===== src/design/ias_regs.svh =====
// register offsets, field positions, reset values and state counts
// assumes: included by bare name from the top module only; the package does not include it
`ifndef IAS_REGS_SVH
`define IAS_REGS_SVH

// ----------------------------------------------------------------------
// register byte offsets (apb, one aligned word each)
// ----------------------------------------------------------------------
`define IAS_OFS_CTRL      8'h00
`define IAS_OFS_CHSEL     8'h04
`define IAS_OFS_PRIO_LO   8'h08
`define IAS_OFS_PRIO_HI   8'h0C
`define IAS_OFS_MASK      8'h10
`define IAS_OFS_STATUS    8'h14

// ----------------------------------------------------------------------
// field positions and widths
// ----------------------------------------------------------------------
`define IAS_CTRL_GEN_BIT  0
`define IAS_CTRL_CHEN_LSB 4
`define IAS_NUM_CH        4
`define IAS_SEL_W         4
`define IAS_PRIO_W        4
`define IAS_STAT_SRC_LSB  16
`define IAS_STAT_BUSY_BIT 20

// ----------------------------------------------------------------------
// reset values
// ----------------------------------------------------------------------
`define IAS_RST_CTRL      32'h0000_0000
`define IAS_RST_CHSEL     32'h0000_0000
`define IAS_RST_PRIO      32'h0000_0000
`define IAS_RST_MASK      4'hF

// ----------------------------------------------------------------------
// response timing, in states (one state = one pclk cycle)
// ----------------------------------------------------------------------
`define IAS_JUDGE_ST      3'h1
`define IAS_CMP_ST_INT    3'h2
`define IAS_CMP_ST_IRQ    3'h3
`define IAS_PRE_ST        3'h2
`define IAS_MID_ST        3'h1
`define IAS_POST_ST       3'h2

`endif


===== src/design/ias_pkg.sv =====
// types shared by the routing and response block
// assumes: compiled before the top module that uses its types; it does not include the constants header
package ias_pkg;

    // ------------------------------------------------------------------
    // exception bus accesses issued on behalf of the cpu
    // ------------------------------------------------------------------
    typedef enum logic [1:0] {
        IAS_ACC_SR_WR,
        IAS_ACC_PC_WR,
        IAS_ACC_VEC_RD
    } ias_acc_t;

    typedef struct packed {
        logic       valid;
        ias_acc_t   kind;
        logic [7:0] vec;
    } ias_exc_req_t;

    // apb answer carried as one group
    typedef struct packed {
        logic        pready;
        logic        pslverr;
        logic [31:0] prdata;
    } ias_apb_rsp_t;

endpackage


===== src/design/ias_top.sv =====
// interrupt routing between cpu and dma, arbitration and response sequencing
// assumes: one pclk domain, apb master on the same clock, on-chip sources
// synchronous to pclk, external irq pins asynchronous and active low
//
// Decided for this implementation: the register addresses and the APB interface to the registers.
`timescale 1ns/1ps
`include "ias_regs.svh"

module ias_top #(
    parameter int         NINT     = 8,
    parameter int         NIRQ     = 4,
    parameter logic [7:0] VEC_BASE = 8'h40,
    parameter logic [7:0] DMA_CAP  = 8'hFF
) (
    // clock, reset, enable
    input  wire logic                         pclk,
    input  wire logic                         presetn,
    input  wire logic                         ce,
    // apb slave
    input  wire logic                         psel,
    input  wire logic                         penable,
    input  wire logic                         pwrite,
    input  wire logic [7:0]                   paddr,
    input  wire logic [31:0]                  pwdata,
    output ias_pkg::ias_apb_rsp_t             apb_rsp,
    // request sources
    input  wire logic [NINT-1:0]              src_req,
    input  wire logic [NIRQ-1:0]              irq_pin_n,
    // dma side
    output logic [NINT-1:0]                   dma_trig,
    // cpu side
    input  wire logic                         cpu_seq_done,
    output logic                              cpu_irq,
    output logic [3:0]                        cpu_mask_level,
    output ias_pkg::ias_exc_req_t             exc_req,
    input  wire logic                         exc_ack,
    input  wire logic [31:0]                  exc_rdata,
    output logic                              fetch_start,
    output logic [31:0]                       fetch_addr
);
    localparam int NSRC = NINT + NIRQ;

    // ------------------------------------------------------------------
    // pin synchroniser
    // ------------------------------------------------------------------
    logic [NIRQ-1:0] irq_s1;
    logic [NIRQ-1:0] irq_s2;

    // only irq_s2 is read by logic; irq_s1 feeds nothing else
    always_ff @(posedge pclk or negedge presetn) begin
        if (!presetn) begin
            irq_s1 <= '1;
            irq_s2 <= '1;
        end else if (ce) begin
            irq_s1 <= irq_pin_n;
            irq_s2 <= irq_s1;
        end
    end

    // ------------------------------------------------------------------
    // register file
    // ------------------------------------------------------------------
    logic [31:0]     ctrl;
    logic [31:0]     chsel;
    logic [31:0]     prio_lo;
    logic [31:0]     prio_hi;
    logic [31:0]     next_ctrl;
    logic [31:0]     next_chsel;
    logic [31:0]     next_prio_lo;
    logic [31:0]     next_prio_hi;
    logic [3:0]      next_mask_level;
    ias_pkg::ias_apb_rsp_t next_rsp;
    logic            wr_en;
    logic            setup;
    logic [31:0]     status;
    logic            hw_mask_load;
    logic [3:0]      hw_mask_value;

    assign setup = psel & ~penable;
    assign wr_en = psel & penable & pwrite & apb_rsp.pready;

    // writes land on the completing edge; hardware mask load beats software
    always_comb begin
        next_ctrl       = ctrl;
        next_chsel      = chsel;
        next_prio_lo    = prio_lo;
        next_prio_hi    = prio_hi;
        next_mask_level = cpu_mask_level;
        if (wr_en) begin
            case (paddr)
                `IAS_OFS_CTRL:    next_ctrl = pwdata;
                `IAS_OFS_CHSEL:   next_chsel = pwdata;
                `IAS_OFS_PRIO_LO: next_prio_lo = pwdata;
                `IAS_OFS_PRIO_HI: next_prio_hi = pwdata;
                `IAS_OFS_MASK:    next_mask_level = pwdata[3:0];
                default:          next_ctrl = ctrl;
            endcase
        end
        if (hw_mask_load) begin
            next_mask_level = hw_mask_value;
        end
    end

    // answer is prepared in the setup cycle so pready comes from a flop
    always_comb begin
        next_rsp = '0;
        if (setup) begin
            next_rsp.pready = 1'b1;
            case (paddr)
                `IAS_OFS_CTRL:    next_rsp.prdata = ctrl;
                `IAS_OFS_CHSEL:   next_rsp.prdata = chsel;
                `IAS_OFS_PRIO_LO: next_rsp.prdata = prio_lo;
                `IAS_OFS_PRIO_HI: next_rsp.prdata = prio_hi;
                `IAS_OFS_MASK:    next_rsp.prdata = {28'h0000000, cpu_mask_level};
                `IAS_OFS_STATUS:  next_rsp.prdata = status;
                default:          next_rsp.pslverr = 1'b1;
            endcase
        end
    end

    always_ff @(posedge pclk or negedge presetn) begin
        if (!presetn) begin
            ctrl           <= `IAS_RST_CTRL;
            chsel          <= `IAS_RST_CHSEL;
            prio_lo        <= `IAS_RST_PRIO;
            prio_hi        <= `IAS_RST_PRIO;
            cpu_mask_level <= `IAS_RST_MASK;
            apb_rsp        <= '0;
        end else if (ce) begin
            ctrl           <= next_ctrl;
            chsel          <= next_chsel;
            prio_lo        <= next_prio_lo;
            prio_hi        <= next_prio_hi;
            cpu_mask_level <= next_mask_level;
            apb_rsp        <= next_rsp;
        end
    end

    // ------------------------------------------------------------------
    // dma masking and arbitration, all combinational
    // ------------------------------------------------------------------
    logic                  dma_global_enable;
    logic [3:0]            dma_ch_en;
    logic [NSRC-1:0]       src_all;
    logic [NSRC-1:0]       dma_owned;
    logic [NSRC-1:0]       cpu_view;
    logic [NSRC*4-1:0]     prio_flat;
    logic [3:0]            best_prio;
    logic [3:0]            best_idx;
    logic                  found;

    assign dma_global_enable = ctrl[`IAS_CTRL_GEN_BIT];
    assign dma_ch_en         = ctrl[`IAS_CTRL_CHEN_LSB +: `IAS_NUM_CH];
    assign src_all           = {~irq_s2, src_req};
    assign prio_flat         = (NSRC*4)'({prio_hi, prio_lo}); // upper nibbles unused

    // settings changes act on the very next arbitration
    always_comb begin
        dma_owned = '0;
        for (int i = 0; i < NINT; i++) begin
            for (int c = 0; c < `IAS_NUM_CH; c++) begin
                if (dma_ch_en[c] && chsel[c*`IAS_SEL_W +: `IAS_SEL_W] == 4'(i)) begin
                    dma_owned[i] = dma_global_enable;
                end
            end
        end
    end

    // unowned sources stay visible to the cpu side
    assign cpu_view = src_all & ~dma_owned;

    // strict compare against mask; lowest index wins a tie
    always_comb begin
        best_prio = cpu_mask_level;
        best_idx  = 4'h0;
        found     = 1'b0;
        for (int i = 0; i < NSRC; i++) begin
            if (cpu_view[i] && prio_flat[i*4 +: 4] > best_prio) begin
                best_prio = prio_flat[i*4 +: 4];
                best_idx  = 4'(i);
                found     = 1'b1;
            end
        end
    end

    // ------------------------------------------------------------------
    // response sequencer
    // ------------------------------------------------------------------
    typedef enum logic [3:0] {
        S_IDLE, S_JUDGE, S_CMP, S_WAIT, S_PRE, S_SR, S_PC, S_MID, S_VEC, S_POST
    } ias_state_t;

    ias_state_t            state;
    ias_state_t            next_state;
    logic [2:0]            cnt;
    logic [2:0]            next_cnt;
    logic [3:0]            cur_src;
    logic [3:0]            next_cur_src;
    logic [3:0]            cur_prio;
    logic [3:0]            next_cur_prio;
    logic [31:0]           next_fetch_addr;
    logic                  next_fetch_start;
    logic                  next_cpu_irq;
    ias_pkg::ias_exc_req_t next_exc_req;
    logic [NINT-1:0]       next_dma_trig;
    logic                  is_irq;

    assign is_irq        = cur_src >= 4'(NINT);
    assign hw_mask_load  = (state == S_PC) && exc_ack;
    assign hw_mask_value = cur_prio;
    assign status        = {11'h000, state != S_IDLE, cur_src, 4'h0, 12'(cpu_view)};

    always_comb begin
        next_state       = state;
        next_cnt         = cnt;
        next_cur_src     = cur_src;
        next_cur_prio    = cur_prio;
        next_fetch_addr  = fetch_addr;
        next_fetch_start = 1'b0;
        case (state)
            S_IDLE: begin
                if (found) begin
                    next_cur_src  = best_idx;
                    next_cur_prio = best_prio;
                    next_cnt      = 3'h1;
                    // extra state only where the dma could have claimed it
                    if (best_idx < 4'(NINT) && DMA_CAP[best_idx[2:0]]) begin
                        next_state = S_JUDGE;
                    end else begin
                        next_state = S_CMP;
                    end
                end
            end
            S_JUDGE: begin
                next_state = S_CMP;
                next_cnt   = 3'h1;
            end
            S_CMP: begin
                // irq compare takes one state more
                if (cnt < (is_irq ? `IAS_CMP_ST_IRQ : `IAS_CMP_ST_INT)) begin
                    next_cnt = cnt + 3'h1;
                end else if (!cpu_view[cur_src]) begin
                    next_state = S_IDLE; // withdrawn or claimed meanwhile
                end else begin
                    next_cnt   = 3'h1;
                    next_state = cpu_seq_done ? S_PRE : S_WAIT;
                end
            end
            S_WAIT: begin
                if (cpu_seq_done) begin
                    next_state = S_PRE;
                    next_cnt   = 3'h1;
                end
            end
            S_PRE: begin
                if (cnt < `IAS_PRE_ST) begin
                    next_cnt = cnt + 3'h1;
                end else begin
                    next_state = S_SR;
                end
            end
            S_SR: begin
                if (exc_ack) begin
                    next_state = S_PC;
                end
            end
            S_PC: begin
                if (exc_ack) begin
                    next_state = S_MID;
                    next_cnt   = 3'h1;
                end
            end
            S_MID: begin
                if (cnt < `IAS_MID_ST) begin
                    next_cnt = cnt + 3'h1;
                end else begin
                    next_state = S_VEC;
                end
            end
            S_VEC: begin
                if (exc_ack) begin
                    next_fetch_addr = exc_rdata;
                    next_state      = S_POST;
                    next_cnt        = 3'h1;
                end
            end
            S_POST: begin
                if (cnt < `IAS_POST_ST) begin
                    next_cnt = cnt + 3'h1;
                end else begin
                    next_fetch_start = 1'b1;
                    next_state       = S_IDLE;
                end
            end
            default: begin
                next_state = S_IDLE;
            end
        endcase
    end

    // exception and irq outputs decoded from the next state, dma_trig from the sources, so they leave from flops
    always_comb begin
        next_exc_req       = '0;
        next_exc_req.vec   = VEC_BASE + 8'(next_cur_src);
        next_cpu_irq       = !(next_state inside {S_IDLE, S_JUDGE, S_CMP});
        case (next_state)
            S_SR: begin
                next_exc_req.valid = 1'b1;
                next_exc_req.kind  = ias_pkg::IAS_ACC_SR_WR;
            end
            S_PC: begin
                next_exc_req.valid = 1'b1;
                next_exc_req.kind  = ias_pkg::IAS_ACC_PC_WR;
            end
            S_VEC: begin
                next_exc_req.valid = 1'b1;
                next_exc_req.kind  = ias_pkg::IAS_ACC_VEC_RD;
            end
            default: begin
                next_exc_req.valid = 1'b0;
            end
        endcase
        // dma sees only what it owns; it clears the source itself
        next_dma_trig = src_req & dma_owned[NINT-1:0];
    end

    always_ff @(posedge pclk or negedge presetn) begin
        if (!presetn) begin
            state       <= S_IDLE;
            cnt         <= 3'h0;
            cur_src     <= 4'h0;
            cur_prio    <= 4'h0;
            fetch_addr  <= 32'h0000_0000;
            fetch_start <= 1'b0;
            cpu_irq     <= 1'b0;
            exc_req     <= '0;
            dma_trig    <= '0;
        end else if (ce) begin
            state       <= next_state;
            cnt         <= next_cnt;
            cur_src     <= next_cur_src;
            cur_prio    <= next_cur_prio;
            fetch_addr  <= next_fetch_addr;
            fetch_start <= next_fetch_start;
            cpu_irq     <= next_cpu_irq;
            exc_req     <= next_exc_req;
            dma_trig    <= next_dma_trig;
        end
    end

endmodule


===== config.mk =====
export PLATFORM = sky130hd
export DESIGN_NAME = ias_top
export DESIGN_NICKNAME = d
export VERILOG_FILES = /design/src/design/ias_pkg.sv /design/src/design/ias_top.sv
export VERILOG_INCLUDE_DIRS = /design/src /design/src/design
export SDC_FILE = /design/constraint.sdc
export NUM_CORES = 1
export LEC_CHECK = 0
export ABC_AREA = 1
export BUFFER_PORTS_ARGS = -buffer_cell sky130_fd_sc_hd__buf_2
export CAP_MARGIN = 20
export CORE_UTILIZATION = 45
export DETAILED_ROUTE_END_ITERATION = 8
export GPL_TIMING_DRIVEN = 1
export PLACE_DENSITY = 0.65
export REMOVE_ABC_BUFFERS = 1
export SLEW_MARGIN = 20
export SYNTH_ARGS = -nofsm -noshare
export SYNTH_HDL_FRONTEND = slang
export SYNTH_SLANG_ARGS = --single-unit
export TNS_END_PERCENT = 20

===== constraint.sdc =====
create_clock -name pclk -period 34.3 [get_ports pclk]
set_input_delay 6.86 -clock pclk [delete_from_list [all_inputs] [get_ports pclk]]
set_output_delay 6.86 -clock pclk [all_outputs]
set_load 0.01 [all_outputs]

==> results.yml <==
clock_tree:
  cts.sinks: 235
  clk-insertion-delay-late_ps: 540
  clk_pin_slew_worst_paths_ps: 60
  cts_hold_buf: 0
  cts_tree: "yes"
  cts.path.max_buffers: 3
  htree_num_levels: 1
  cts.repair.resized: 0
  tritoncts.num_buffers: 26
  cts_setup_buffers: 0
  cts_root_buf: "sky130_fd_sc_hd__clkbuf_16"
grt:
  grt_start_max_net_pins: 96
  grt_antenna_before_repair: 0
  grt_pass1_wl_um: 60000
  via_count_of_the_first_global_routing_pass: 10600
  overall_overflow_remaining_after_global_route: 0
  grt_util_all_layers_pct: 26.8
place:
  portBuffers: 179
  place.gp.congestion: 0.986
  detailed_place_hpwl_um: 27700
drt:
  routed-wl-met2_um: 17300
  drt-pass1-iter-count: 5
  m1WireLength_um: 17300
  routed_wire_length_per_instance_um: 18.1
  dr.first_iter.drc_count: 894
  wirelength_um: 37600
  met3_length_um: 1900
  drt-vias-per-instance: 5.39
  num_vias: 11200
  detail-route-antenna-nets: 0
  highest-signal-layer: "met4"
  drc: 0
logic_synthesis:
  flops_latches_synth: 235
  synth_edf_count: 0
  ys.flop_type: "sky130_fd_sc_hd__dfrtp_1"
  synthesis.instances: 1517
  synth.distinct_cells: 50
  syn-cell-area_um2: 12600
  syn_avg_cell_area_um2: 8.33
  async_flop_share_pct: 100
  yosys_warn_count: 0
  synth-seq-area-share_pct: 46.7
min_path:
  hold_path.startpoint: "irq_s1[0]"
  hold_path_end: "irq_s1[0]"
  timing.hold.worst.class: "flop to flop"
  hold_path_depth: 2
outcome:
  outcome: "finished, final reports clean"
power:
  ir_worst_vdd_uv: 40.0
  static-leakage-power_uw: 0.00731
  combinationalPowerShare_pct: 31.8
  clkPwrFrac_pct: 31.4
  p_sw_share_pct: 34.9
  pwr_density_cell_nw_per_um2: 61.2
  power_frac_seq_pct: 36.8
  intPower_uw: 587
  total_switching_power_uw: 315
setup_path:
  cp_data_arrival_time_ps: 19830
  crit_path_top_delay_cell: "sky130_fd_sc_hd__o21ai_0"
  critical-path-top-delay-family: "simple AND/OR/NAND/NOR gates"
  critPathBufInv: 13
  end_kind: "flop"
  cp_slowest_stage_delay_ps: 450
  reg2reg_from: "cpu_mask_level[1]"
  path_class: "primary input to flop"
  crit_top_cell: "sky130_fd_sc_hd__nand2_1"
  critical_path_data_required_time_ps: 34780
  critPathLaunchType: "primary input"
  crit-reg2reg-capture: "cur_prio[2]"
  rr_worst_depth: 92
  ff2ff_setup_slack_ps: 19930
  worstPathMaxFanout: 12
sta:
  hold_violations: 0
  achievable-frequency_mhz: 51.7
  skew_ps: 9.53
  holdWs_ps: 463
  slew_headroom_pct: 38.1
  finalSetupTns_ps: 0
  final_period_minus_worst_setup_slack_ps: 19340
  rsz_0062_raised_after_global_routing: "no"
  final-max-slew-violation-count: 0
  max_slew.worst_pin.slew_ps: 928
  setup-violations-final: 0
  period_share_pct: 56.4
die:
  ios: 183
  core_area_um2: 27300
  dieArea_um2: 28800
  placement_rows: 60
  effective_utilization_at_floorplan_pct: 46.4
  chipHeight_um: 170
  die_width_um: 170
layout:
  drive_above_1_share_pct: 21.6
  area_growth_syn_to_layout_pct: 16.8
  fillers: 2621
  finish.net_count: 1813
  ant_diodes: 0
job:
  cap_violations: 0
cell usage in the layout (no fill, tap or decap), drive strengths merged, types with 22 or more instances in the layout:
cell type	count
o21ai	238
inv	167
mux2	32
clkbuf	38
ha	39
nand3	79
nand2	416
dfrtp	223
a21oi	24
buf	191
nor2	75
a221oi	22
routing by layer:
metal  global-route usage, %  vias to the layer above
met1                    38.0                     5326
met3                    3.13                       72
li1                        -                     5423
met5                       0                        -
met4                    7.99                        0
met2                    42.9                      346
how the worst max path moves through the flow:
stage | slack, ps | cells past startpoint | startpoint | end
floorplan | 16560 | 90 | src_req[0] | cur_src[2]
global placement | 14790 | 86 | src_req[0] | cur_src[2]
detailed placement | 14610 | 85 | src_req[0] | cur_prio[2]
CTS | 15140 | 85 | src_req[0] | cur_prio[2]
global route | 13550 | 88 | src_req[0] | cur_prio[0]
finish | 14960 | 87 | src_req[0] | cur_prio[2]
cell families (layout without fill, tap and decap cells):
group | count (synthesis) | in the layout | share of synthesized area, %
muxes | 32 | 32 | 2.85
adders and majority gates | 39 | 39 | 3.86
and+or+nand+nor | 617 | 617 | 22.2
other | 1 | 3 | 0.0297
DFF | 235 | 235 | 46.7
buffers and inverters | 226 | 408 | 7.02
AOI/OAI and AO/OA | 367 | 367 | 17.4
cell type report:
type | count | area (um^2) | area share [%]
Sequential cell | 235 | 5900 | 40.0
Multi-Input combinational cell | 1058 | 5900 | 40.0
Tap cell | 372 | 465 | 3.15
Clock inverter | 9 | 95.1 | 0.644
Timing Repair Buffer | 191 | 996 | 6.75
Clock buffer | 38 | 767 | 5.20
Inverter | 170 | 641 | 4.34
stage by stage:
| stage | setup slack, ps | cells | instance area, um^2 | utilization, % | total power (uW) |
|---|---|---|---|---|---|
| 6_report | 14960 | 2073 | 14800 | 54.1 | 903 |
| 5_1_grt | 13550 | 2073 | 14800 | 54.1 | 963 |
| 4_1_cts | 15140 | 2073 | 14700 | 54.1 | 908 |
| 3_5_place_dp | 14610 | 2026 | 13900 | 50.9 | 622 |
| 3_3_place_gp | 14790 | 2026 | 13900 | 50.9 | 619 |
| 2_1_floorplan | 16560 | 1463 | 12400 | - | 532 |
cell usage after synthesis (3+ instances only):
library cell | instances | area share [%]
sky130_fd_sc_hd__a21oi_1 | 23 | 0.91
sky130_fd_sc_hd__buf_4 | 3 | 0.18
sky130_fd_sc_hd__nand2_1 | 382 | 11
sky130_fd_sc_hd__clkbuf_1 | 40 | 1.2
sky130_fd_sc_hd__dfrtp_1 | 223 | 44
sky130_fd_sc_hd__inv_1 | 162 | 4.8
sky130_fd_sc_hd__inv_2 | 4 | 0.12
sky130_fd_sc_hd__a22o_1 | 21 | 1.5
sky130_fd_sc_hd__o31ai_1 | 3 | 0.18
sky130_fd_sc_hd__o21ai_0 | 215 | 8.5
sky130_fd_sc_hd__or2_2 | 4 | 0.20
sky130_fd_sc_hd__a22oi_1 | 3 | 0.18
sky130_fd_sc_hd__nand2_4 | 7 | 0.62
sky130_fd_sc_hd__buf_1 | 8 | 0.24
sky130_fd_sc_hd__nor2_2 | 9 | 0.45
sky130_fd_sc_hd__dfstp_2 | 12 | 2.5
sky130_fd_sc_hd__nor3_1 | 20 | 0.79
sky130_fd_sc_hd__nor2_1 | 59 | 1.8
sky130_fd_sc_hd__nor2_4 | 7 | 0.62
sky130_fd_sc_hd__nand3_2 | 14 | 1.1
sky130_fd_sc_hd__o22ai_1 | 8 | 0.40
sky130_fd_sc_hd__ha_1 | 39 | 3.9
sky130_fd_sc_hd__nand4_1 | 17 | 0.84
sky130_fd_sc_hd__o21ai_1 | 15 | 0.59
sky130_fd_sc_hd__o2111ai_1 | 3 | 0.21
sky130_fd_sc_hd__mux2_2 | 32 | 2.9
sky130_fd_sc_hd__buf_6 | 3 | 0.27
sky130_fd_sc_hd__a221oi_1 | 22 | 1.5
sky130_fd_sc_hd__o211ai_1 | 10 | 0.59
sky130_fd_sc_hd__clkinv_1 | 3 | 0.089
sky130_fd_sc_hd__nand2_2 | 27 | 1.3
sky130_fd_sc_hd__nand3_1 | 63 | 2.5
sky130_fd_sc_hd__a31oi_1 | 6 | 0.30
sky130_fd_sc_hd__o21bai_1 | 17 | 1.0
sky130_fd_sc_hd__o221ai_1 | 7 | 0.49
sky130_fd_sc_hd__o21ai_2 | 7 | 0.49
power groups by stage:
stage | Sequential, uW | Clock [uW] | Combinational (uW)
5_1_grt | 335 | 300 | 327
3_3_place_gp | 335 | 0 | 283
3_5_place_dp | 336 | 0 | 286
6_report | 332 | 284 | 287
2_1_floorplan | 342 | 0 | 190
4_1_cts | 331 | 289 | 288
flip-flops by register name (all words and copies together), names as in the netlist:
register	flops
fetch_start	1
chsel	32
dma_trig	8
ctrl	32
exc_req	5
state	4
prio_hi	32
cur_src	3
irq_s1	4
cur_prio	4
cpu_irq	1
cpu_mask_level	4
apb_rsp	34
prio_lo	32
fetch_addr	32
irq_s2	4
cnt	3
tightest hold or removal path: stages, from the launching register on:
cell	delay [ps]
sky130_fd_sc_hd__dfstp_2	370
sky130_fd_sc_hd__nand2_1	50
sky130_fd_sc_hd__nand2_1	40
Note: power is estimated with default switching activity, not from simulation.
